### src/design/eccd_map.vh
`ifndef ECCD_MAP_VH
`define ECCD_MAP_VH
`define ECCD_ADDR_W 20
`define ECCD_BLK_LSB 16
`define ECCD_PRI_SER_BASE 10'h3F8
`define ECCD_SEC_SER_BASE 10'h2F8
`define ECCD_PRI_PRN_BASE 10'h3BC
`define ECCD_SEC_PRN_BASE 10'h378
`define ECCD_CLK_BASE 10'h2C0
`define ECCD_SER_MASK 10'h3F8
`define ECCD_PRN_MASK 10'h3FC
`define ECCD_CLK_MASK 10'h3E0
`define ECCD_SYNC_RST 2'h0
`define ECCD_BASE_ZERO 4'h0
`define ECCD_RST_BASE_BLK 4'h0
`define ECCD_RST_BANK_EN 4'hF
`define ECCD_RST_SER_CFG 2'h0
`define ECCD_RST_PRN_CFG 2'h0
`define ECCD_RST_CLK_CFG 1'h1
`define ECCD_RST_PAR_GATE 1'h1
`define ECCD_RST_INVALID 1'h1
`endif

### src/design/eccd_sync.v
`timescale 1ns/100ps
`include "eccd_map.vh"
// two-stage synchroniser for slow static switch levels
module eccd_sync #(
    parameter WIDTH = 16
) (
    ref_clk,
    sys_rst,
    clk_en,
    async_in,
    sync_out
);
    input wire ref_clk;
    input wire sys_rst;
    input wire clk_en;
    input wire [WIDTH-1:0] async_in;
    output wire [WIDTH-1:0] sync_out;

    genvar i;
    generate
        for (i = 0; i < WIDTH; i = i + 1) begin : g_bit
            reg [1:0] stage_reg;
            always @(posedge ref_clk or posedge sys_rst) begin
                if (sys_rst) begin
                    stage_reg <= `ECCD_SYNC_RST;
                end else if (clk_en) begin
                    stage_reg <= {stage_reg[0], async_in[i]};
                end
            end
            assign sync_out[i] = stage_reg[1];
        end
    endgenerate
endmodule // eccd_sync

### src/design/eccd_decode.v
`timescale 1ns/100ps
`include "eccd_map.vh"
module eccd_decode (
    ref_clk,
    sys_rst,
    clk_en,
    sw1_off_n,
    sw2_off_n,
    mem_addr,
    mem_req,
    io_addr,
    io_req,
    mem_parity_err,
    bank_sel,
    mem_base_blk,
    bank_enable,
    parity_err_to_host,
    primary_serial_port_sel,
    secondary_serial_port_sel,
    primary_printer_port_sel,
    secondary_printer_port_sel,
    clk_cal_sel,
    data_oe_n,
    cfg_invalid
);
    input wire ref_clk;
    input wire sys_rst;
    input wire clk_en;
    // switch pins: bit i is position i+1, high means OFF
    input wire [7:0] sw1_off_n;
    input wire [7:0] sw2_off_n;
    input wire [`ECCD_ADDR_W-1:0] mem_addr;
    input wire mem_req;
    input wire [9:0] io_addr;
    input wire io_req;
    input wire mem_parity_err;
    output wire [3:0] bank_sel;
    output wire [3:0] mem_base_blk;
    output wire [3:0] bank_enable;
    output wire parity_err_to_host;
    output wire primary_serial_port_sel;
    output wire secondary_serial_port_sel;
    output wire primary_printer_port_sel;
    output wire secondary_printer_port_sel;
    output wire clk_cal_sel;
    output wire data_oe_n;
    output wire cfg_invalid;

    // ****************************************
    // switch synchronisation
    // ****************************************
    wire [15:0] sw_sync;
    eccd_sync #(.WIDTH(16)) u_sync (
        .ref_clk(ref_clk),
        .sys_rst(sys_rst),
        .clk_en(clk_en),
        .async_in({sw2_off_n, sw1_off_n}),
        .sync_out(sw_sync)
    );
    wire [7:0] s1_on;
    wire [7:0] s2_on;
    assign s1_on = ~sw_sync[7:0];
    assign s2_on = ~sw_sync[15:8];

    // ****************************************
    // forbidden settings
    // ****************************************
    // each is flagged, and the decode below treats it as disabled
    wire base_none;
    wire ser_both;
    wire prn_both;
    wire test_on;
    assign base_none = ~|sw_sync[3:0];
    assign ser_both = s2_on[6] && s2_on[7];
    assign prn_both = s2_on[4] && s2_on[5];
    assign test_on = s2_on[3];

    // ****************************************
    // configuration decode
    // ****************************************
    // port codes are {primary, secondary}; zero means not decoded
    localparam PORT_OFF = 2'h0;
    localparam PORT_SEC = 2'h1;
    localparam PORT_PRI = 2'h2;
    reg [3:0] base_blk_next;
    reg [3:0] bank_en_next;
    reg [1:0] ser_cfg_next;
    reg [1:0] prn_cfg_next;
    reg clk_cfg_next;
    reg par_gate_next;
    reg invalid_next;

    always @* begin
        // position one is msb, OFF reads as one
        base_blk_next = {sw_sync[0], sw_sync[1],
            sw_sync[2], sw_sync[3]};
        // bank k enabled by position 8-k; table fills from 8 downward
        bank_en_next = {s1_on[4], s1_on[5],
            s1_on[6], s1_on[7]};
        // forbidden pairs fall to default and leave the port off
        case ({s2_on[6], s2_on[7]})
            2'h2: ser_cfg_next = PORT_PRI;
            2'h1: ser_cfg_next = PORT_SEC;
            default: ser_cfg_next = PORT_OFF;
        endcase
        // factory-test position overrides the printer decode
        if (test_on) begin
            prn_cfg_next = PORT_OFF;
        end else begin
            case ({s2_on[5], s2_on[4]})
                2'h2: prn_cfg_next = PORT_PRI;
                2'h1: prn_cfg_next = PORT_SEC;
                default: prn_cfg_next = PORT_OFF;
            endcase
        end
        clk_cfg_next = s2_on[1];
        par_gate_next = s2_on[0];
        invalid_next = base_none || ser_both || prn_both || test_on;
    end

    // ****************************************
    // configuration register
    // ****************************************
    // a stage after the synchroniser so configuration outputs leave a flop;
    // costs one edge of switch latency, harmless for static levels
    reg [3:0] base_blk_reg;
    reg [3:0] bank_en_reg;
    reg [1:0] ser_cfg_reg;
    reg [1:0] prn_cfg_reg;
    reg clk_cfg_reg;
    reg par_gate_reg;
    reg invalid_reg;

    always @(posedge ref_clk or posedge sys_rst) begin
        if (sys_rst) begin
            // matches the synchroniser's all-ON reset reading
            base_blk_reg <= `ECCD_RST_BASE_BLK;
            bank_en_reg <= `ECCD_RST_BANK_EN;
            ser_cfg_reg <= `ECCD_RST_SER_CFG;
            prn_cfg_reg <= `ECCD_RST_PRN_CFG;
            clk_cfg_reg <= `ECCD_RST_CLK_CFG;
            par_gate_reg <= `ECCD_RST_PAR_GATE;
            invalid_reg <= `ECCD_RST_INVALID;
        end else if (clk_en) begin
            base_blk_reg <= base_blk_next;
            bank_en_reg <= bank_en_next;
            ser_cfg_reg <= ser_cfg_next;
            prn_cfg_reg <= prn_cfg_next;
            clk_cfg_reg <= clk_cfg_next;
            par_gate_reg <= par_gate_next;
            invalid_reg <= invalid_next;
        end
    end

    assign mem_base_blk = base_blk_reg;
    assign bank_enable = bank_en_reg;
    assign cfg_invalid = invalid_reg;

    // ****************************************
    // memory decode
    // ****************************************
    wire [3:0] addr_blk;
    wire [3:0] blk_off;
    wire base_zero;
    wire in_range;
    wire mem_hit;
    assign addr_blk = mem_addr[`ECCD_ADDR_W-1:`ECCD_BLK_LSB];
    assign blk_off = addr_blk - base_blk_reg;
    // an all-ON base would overlay low memory; keep the card silent
    assign base_zero = (base_blk_reg == `ECCD_BASE_ZERO);
    assign in_range = (addr_blk >= base_blk_reg) && !base_zero;
    genvar b;
    generate
        for (b = 0; b < 4; b = b + 1) begin : g_bank
            // bank k counted from base; banks fill from bank 0
            assign bank_sel[b] = mem_req && in_range &&
                (blk_off == b) && bank_en_reg[b];
        end
    endgenerate
    // limitation: dense fill assumed; a gap in enables shifts nothing
    assign mem_hit = |bank_sel;

    // ****************************************
    // parity gate
    // ****************************************
    // passed through after reset: switch OFF masks errors
    assign parity_err_to_host = mem_parity_err && par_gate_reg;

    // ****************************************
    // i/o decode
    // ****************************************
    // the low address bits pick a register inside each port
    wire [9:0] ser_a;
    wire [9:0] prn_a;
    wire [9:0] clk_a;
    wire io_hit;
    assign ser_a = io_addr & `ECCD_SER_MASK;
    assign prn_a = io_addr & `ECCD_PRN_MASK;
    assign clk_a = io_addr & `ECCD_CLK_MASK;
    assign primary_serial_port_sel = io_req && ser_cfg_reg[1] &&
        (ser_a == `ECCD_PRI_SER_BASE);
    assign secondary_serial_port_sel = io_req && ser_cfg_reg[0] &&
        (ser_a == `ECCD_SEC_SER_BASE);
    assign primary_printer_port_sel = io_req && prn_cfg_reg[1] &&
        (prn_a == `ECCD_PRI_PRN_BASE);
    assign secondary_printer_port_sel = io_req && prn_cfg_reg[0] &&
        (prn_a == `ECCD_SEC_PRN_BASE);
    // disabled calendar stays off the bus so another can answer
    assign clk_cal_sel = io_req && clk_cfg_reg &&
        (clk_a == `ECCD_CLK_BASE);

    // ****************************************
    // data bus enable
    // ****************************************
    // the card drives data only for its own selects, so a second
    // card with the same functions disabled can share the bus
    assign io_hit = primary_serial_port_sel || secondary_serial_port_sel ||
        primary_printer_port_sel || secondary_printer_port_sel ||
        clk_cal_sel;
    assign data_oe_n = !(mem_hit || io_hit);
endmodule // eccd_decode

### config.mk
export PLATFORM = sky130hd
export DESIGN_NAME = eccd_decode
export DESIGN_NICKNAME = d
export VERILOG_FILES = /design/src/design/eccd_sync.v /design/src/design/eccd_decode.v
export VERILOG_INCLUDE_DIRS = /design/src /design/src/design
export SDC_FILE = /design/constraint.sdc
export NUM_CORES = 1
export LEC_CHECK = 0
export BUFFER_PORTS_ARGS = -buffer_cell sky130_fd_sc_hd__clkbuf_2
export CAP_MARGIN = 15
export CORE_MARGIN = 4
export CORE_UTILIZATION = 44
export CTS_CLUSTER_DIAMETER = 150
export CTS_CLUSTER_SIZE = 28
export DETAILED_ROUTE_END_ITERATION = 8
export PLACE_DENSITY_LB_ADDON = 0.2
export SLEW_MARGIN = 30
export SYNTH_ARGS = -nofsm -noshare
export SYNTH_HDL_FRONTEND = slang
export SYNTH_SLANG_ARGS = --single-unit
### constraint.sdc
create_clock -name ref_clk -period 1.89 [get_ports ref_clk]
set_input_delay 0.0945 -clock ref_clk [delete_from_list [all_inputs] [get_ports ref_clk]]
set_output_delay 0.0945 -clock ref_clk [all_outputs]
set_load 0.005 [all_outputs]
=== Word-level counts from Yosys, hierarchy flattened ===
Index checks and enable logic that the tools add are counted.

* Bits in registers: 47
* Input bits: 52
* Output and inout port bits: 20
* Logic and storage cells: 80

* $add $sub $neg: 1
* Magnitude comparators: 1
* Eq/ne operators: 12
* Muxes and demuxes: 3
* Bitwise gates (word level): 2
* Reduce and logical (&&, ||, !) cells: 38

{| class="wikitable"
|+ Operators by type and width
! cell !! count
|-
| $logic_and A1 B1 Y1 || 23
|-
| $eq A8 B8 Y1 const B || 2
|-
| $not A8 Y8 || 2
|-
| $eq A7 B7 Y1 const B || 2
|-
| $eq A4 B2 Y1 const B || 2
|-
| $logic_not A4 Y1 || 2
|-
| $logic_or A1 B1 Y1 || 8
|-
| $pmux W2 S2 || 2
|-
| $reduce_or A4 Y1 || 2
|-
| $eq A5 B5 Y1 const B || 1
|-
| $eq A2 B1 Y1 const B || 2
|-
| $eq A2 B2 Y1 const B || 2
|-
| $eq A4 B1 Y1 const B || 1
|-
| $ge A4 B4 Y1 || 1
|-
| $sub A4 B4 Y4 || 1
|-
| $logic_not A1 Y1 || 3
|-
| $mux W2 || 1
|}

=== Longest topological paths before layout ===
* Word-level depth: 9
* Mapped depth: 7
* Gate-level depth less buffers: 7

=== Cells and area by module ===
A second synthesis with hierarchy kept.

* Cell total of the unflattened synthesis: 188
* Area, all modules: 2398.6 um2

{| class="wikitable"
|+ Modules (own cells, without submodules)
! module !! times used !! cells an instance !! area each (um2) !! sequential area each (um2)
|-
| eccd_sync || 1 || 85 || 1468.9 || 800.8
|-
| eccd_decode || 1 || 103 || 929.6 || 384.1
|}

=== Worst setup path after synthesis ===
No wires, ideal clock.

* Path type: reg2out
* Start: reg base_blk_reg[0] (netlist: mem_base_blk[0])
* End: out data_oe_n
* Arrival: 1802 ps
* Data required time: 1796 ps
* Slack: -7 ps
* Cell stages (with the launch flop): 7
* Path buffers: 0
* Path through: dfrtp_1 ha_1 inv_1 fa_1 o311a_1 a211oi_2 o31a_1

* Cells in the longest elaborated chain, start to end: 9
* Elaborated cells between the ends (all ways): 21
* Classes of those cells: 1 x add/sub; 1 x order compare; 3 x eq/ne; 16 x reduce/logical

{| class="wikitable"
|+ Ends and longest elaborated chain
! what !! RTL line !! RTL
|-
| start: declaration || eccd_decode.v:126 || <nowiki>reg [3:0] base_blk_reg;</nowiki>
|-
| start signal: assignment || eccd_decode.v:137 || <nowiki>base_blk_reg <= `ECCD_RST_BASE_BLK;</nowiki>
|-
| start signal: assignment || eccd_decode.v:145 || <nowiki>base_blk_reg <= base_blk_next;</nowiki>
|-
| branches (longest 6 deep; another with $sub A4 B4 Y4) || -- ||
|-
| $reduce_or A4 Y1 (*) || eccd_decode.v:181 || <nowiki>assign mem_hit = |bank_sel;</nowiki>
|-
| $logic_or A1 B1 Y1 (*) || eccd_decode.v:220 || <nowiki>assign data_oe_n = !(mem_hit || io_hit);</nowiki>
|-
| $logic_not A1 Y1 (*) || eccd_decode.v:220 ||
|-
| end: declaration || eccd_decode.v:46 || <nowiki>output wire data_oe_n;</nowiki>
|}

Every way passes the cells marked *.

=== Worst setup path after layout ===
* Start: reg base_blk_reg[1] (netlist: mem_base_blk[1])
* End: out bank_sel[0]

* Cells in the longest elaborated chain, start to end: 6
* Elaborated cells between the ends (all ways): 9
* Classes of those cells: 1 x add/sub; 1 x order compare; 7 x reduce/logical

{| class="wikitable"
|+ Ends and longest elaborated chain
! what !! RTL line !! RTL
|-
| branches (longest 4 deep; another with $sub A4 B4 Y4) || -- ||
|-
| $logic_and A1 B1 Y1 (*) || eccd_decode.v:176 || <nowiki>assign bank_sel[b] = mem_req && in_range &&</nowiki>
|-
| $logic_and A1 B1 Y1 (*) || eccd_decode.v:177 || <nowiki>(blk_off == b) && bank_en_reg[b];</nowiki>
|-
| end: declaration || eccd_decode.v:37 || <nowiki>output wire [3:0] bank_sel;</nowiki>
|}

Marked as above.

==> flow_summary.rst <==
.. list-table::
   :header-rows: 1

   * - Metric
     - Value
   * - Total die area
     - 5780 sq um
   * - Count of state elements after synthesis
     - 45
   * - Worst setup skew after layout
     - 4.06 ps
   * - Final Slew Violations
     - 0
   * - Clock Tree Root
     - sky130_fd_sc_hd__clkbuf_8
   * - Total Routed Length
     - 3690 microns
   * - Level count of the clock H-tree
     - 2
   * - Clock latency on the worst-skew pair
     - 290 ps
   * - Cell area after synthesis
     - 2040 sq um
   * - Antenna fix cells
     - 0
   * - Hold Crit Depth
     - 2
   * - Area share of the largest cell type after synthesis
     - 46.7%
   * - Ys Warns
     - 0
   * - Maximum clock frequency
     - 450 MHz
   * - Iteration-0 DRC Markers
     - 67
   * - Layout filler cell count
     - 390
   * - CP Capture Type
     - output pin
   * - Final worst-path cycle share
     - 118%
   * - Via/cell ratio
     - 5.09
   * - Critical-path maximum fanout
     - 4
   * - Total power
     - 2500 uW
   * - Largest net degree at the start of global routing
     - 60
   * - Number of global-route vias before repair
     - 1395
   * - Aggregate global routing overflow
     - 0
   * - Pwr Density
     - 939 nW/um^2
   * - Top cell type by total area after synthesis
     - sky130_fd_sc_hd__dfrtp_1
   * - Count of buffer and inverter cells on the critical path
     - 3
   * - Die Height
     - 76.0 microns
   * - Dpl cells
     - 275
   * - Number of nets in the synthesized netlist
     - 225
   * - Initial Util
     - 46.1%
   * - Pre-CTS WS
     - -80.7 ps
   * - Clock Pin Slew Worst Setup and Hold Paths
     - 80 ps
   * - Final cell area excluding filler cells
     - 2670 sq um
   * - DRT antenna net count
     - 0
   * - Worst Slack Setup Final
     - -334 ps
   * - RSZ-0062 raised after global routing
     - true
   * - Failing checks
     - negative setup slack
   * - DR pass1 iterations
     - 4
   * - Kind of cell adding the most delay to the critical path
     - simple AND/OR/NAND/NOR gates
   * - Type of the tightest min-delay check
     - in2reg
   * - Slowest Stage Delay on Critical Path
     - 390 ps
   * - Slew at the pin closest to its max-slew limit
     - 543 ps
   * - Data arrival time of the critical path
     - 2130 ps
   * - Share of cells above drive strength 1
     - 54.0%
   * - Worst slew margin relative to its limit
     - 63.8%
   * - Required time at the worst-slack endpoint
     - 1800 ps
   * - List of cells traversed by the critical path
     - inv_2 -> ha_4 -> nor2b_4 -> o21a_1 -> nor4b_4 -> a211oi_4 -> buf_4 -> nor4_2 -> buf_2
   * - Total placed instance area
     - 2420 sq um
   * - Final HPWL from detailed placement
     - 2550 microns
   * - Final Wtd Congestion
     - 0.830
   * - Global-route wire length before repair
     - 6390 microns
   * - Mean instance size in the synthesized netlist
     - 12.1 sq um
   * - Total clock sinks
     - 45
   * - Number of port buffers
     - 52
   * - Final std cells w/o fill
     - 289
   * - Number of cells traversed by the worst register-to-register path
     - 3
   * - I/O Pins
     - 72
   * - Via Count
     - 1470
   * - Final net count
     - 293
   * - Run status
     - finished, violations left
   * - Placeable Area
     - 4410 sq um
   * - Leading post-synthesis cells by cell area
     - sky130_fd_sc_hd__dfrtp_1 (47%), sky130_fd_sc_hd__mux2_2 (17%), sky130_fd_sc_hd__dfstp_2 (9.0%)
   * - DRC errors left
     - 0
   * - Count of final hold-check violations
     - 0
   * - Flip-flop count of the largest register, all copies and words added
     - 30
   * - Cell at the slowest stage of the critical path
     - sky130_fd_sc_hd__dfrtp_1
   * - Post-DR wirelength/cell
     - 12.8 microns
   * - Stages on the worst setup path
     - 9
   * - TritonCTS clock tree
     - yes
   * - Clock tree buffer depth
     - 2
   * - Antenna violations before repair
     - 0
   * - Finish-stage setup viols
     - 5
   * - TritonCTS buffer count
     - 5
   * - Count of unique library cells instantiated by Yosys
     - 34
   * - Maximum VDD drop
     - 0.560 mV
   * - Gate count after technology mapping
     - 168
   * - Die width
     - 76.0 microns
   * - Crit path launch type
     - register
   * - Post-synthesis to final-layout area growth
     - 31.0%
   * - Global router's overall resource usage
     - 13.3%
   * - Number of maximum-capacitance constraint violations
     - 0
   * - Sequential standard cell area
     - 1130 sq um
   * - Total area of multi-input combinational cells
     - 916 sq um
   * - Sequential-to-total area share from yosys stat
     - 55.7%
   * - Setup CP Type
     - reg2out
   * - Min cycle time layout
     - 2220 ps
   * - Site Rows
     - 24
   * - Leak Pwr
     - 0.00121 uW
==> worst reg2reg max path: cells and delay by family, from the launching register on <==
family                 cells  cell delay (ps)
DFF                        1              390
muxes                      1              250
buffers and inverters      2              260
==> placed cells by master (no fill, tap or decap), drive strengths merged, types with 3 or more instances in the layout <==
master  count
a21oi       8
buf        19
clkbuf     55
dfrtp      38
dfstp       7
ha          4
inv        10
mux2       31
nand2      10
nand3       3
nand4b      3
nor2       11
nor3        4
nor4        3
o21ai       6
==> logic make-up after synthesis <==
group / synth area share [%]
AO/OA/AOI/OAI: 6.45
XOR/XNOR: 0.430
adder cells (fa/ha/maj): 3.44
buffers and inverters: 3.50
flip-flops: 55.7
multiplexers: 18.4
AND/OR/NAND/NOR: 12.0
==> path summary, 6_finish.rpt <==
| path | startpoint | endpoint | slack [ps] |
|---|---|---|---|
| max | mem_base_blk[1]$_DFFE_PP0P_ | bank_sel[0] | -330 |
| min | sw1_off_n[6] | u_sync.g_bit[6].stage_reg[0]$_DFFE_PP0P_ | 30 |
| max reg2reg | mem_base_blk[0]$_DFFE_PP0P_ | mem_base_blk[0]$_DFFE_PP0P_ | 890 |
| min reg2reg | u_sync.g_bit[5].stage_reg[1]$_DFFE_PP0P_ | bank_enable[2]$_DFFE_PP1P_ | 410 |
| max in group asynchronous | sys_rst | bank_enable[3]$_DFFE_PP1P_ | 1050 |
| min in group asynchronous | sys_rst | u_sync.g_bit[8].stage_reg[1]$_DFFE_PP0P_ | 460 |
==> routing by layer <==
layer / GRT usage [%] / wire [microns] / vias to the layer above
met5: 0 / 0 / -
met4: 4.80 / 63 / 0
met3: 4.85 / 264 / 6
met2: 20.7 / 1650 / 47
met1: 17.0 / 1710 / 690
li1: - / - / 727
==> cell usage after synthesis, drive strengths merged <==
| master | count |
|---|---|
| a211oi | 1 |
| a21oi | 8 |
| and2 | 2 |
| buf | 4 |
| clkbuf | 3 |
| dfrtp | 38 |
| dfstp | 7 |
| fa | 1 |
| ha | 4 |
| inv | 11 |
| mux2 | 31 |
| mux4 | 1 |
| nand2 | 10 |
| nand3 | 3 |
| nand3b | 1 |
| nand4 | 2 |
| nand4b | 3 |
| nor2 | 11 |
| nor2b | 1 |
| nor3 | 4 |
| nor4 | 3 |
| nor4b | 1 |
| o21a | 1 |
| o21ai | 6 |
| o22ai | 2 |
| o311a | 1 |
| o31a | 1 |
| o32a | 1 |
| or2 | 2 |
| or3 | 2 |
| or4 | 1 |
| xnor2 | 1 |
==> metrics by stage <==
step / setup TNS [ps] / utilization (%) / hold slack (ps)
4_1_cts: -1670 / 59.5 / 19.1
3_5_place_dp: -307 / 54.8 / 243
3_3_place_gp: -273 / 54.8 / 242
2_1_floorplan: 0 / - / 234
6_report: -1570 / 60.5 / 28.6
5_1_grt: -2260 / 60.5 / 17.1
==> report_power, final <==
part           switching [uW]  leakage, uW  internal, uW
clock                     304    0.0000585           431
combinational             255     0.000627           322
sequential               83.5     0.000527          1110
==> layout make-up <==
type	count	share of cell area, %
inverter	11	1.55
sequential	45	42.5
multi-input combinational	105	34.3
clock inverter	1	1.13
tap	52	2.44
timing repair buffer	68	14.8
clock buffer	7	3.23
==> what timing repair did <==
item                                    4_1_cts  5_1_grt
hold buffers                                  1        0
pin swaps                                     5        6
endpoints found under the hold margin        38        0
buffers inserted                              3        2
endpoints found under the setup margin        5        5
resized for setup                            11        8
Note: power is estimated with default switching activity, not from simulation.
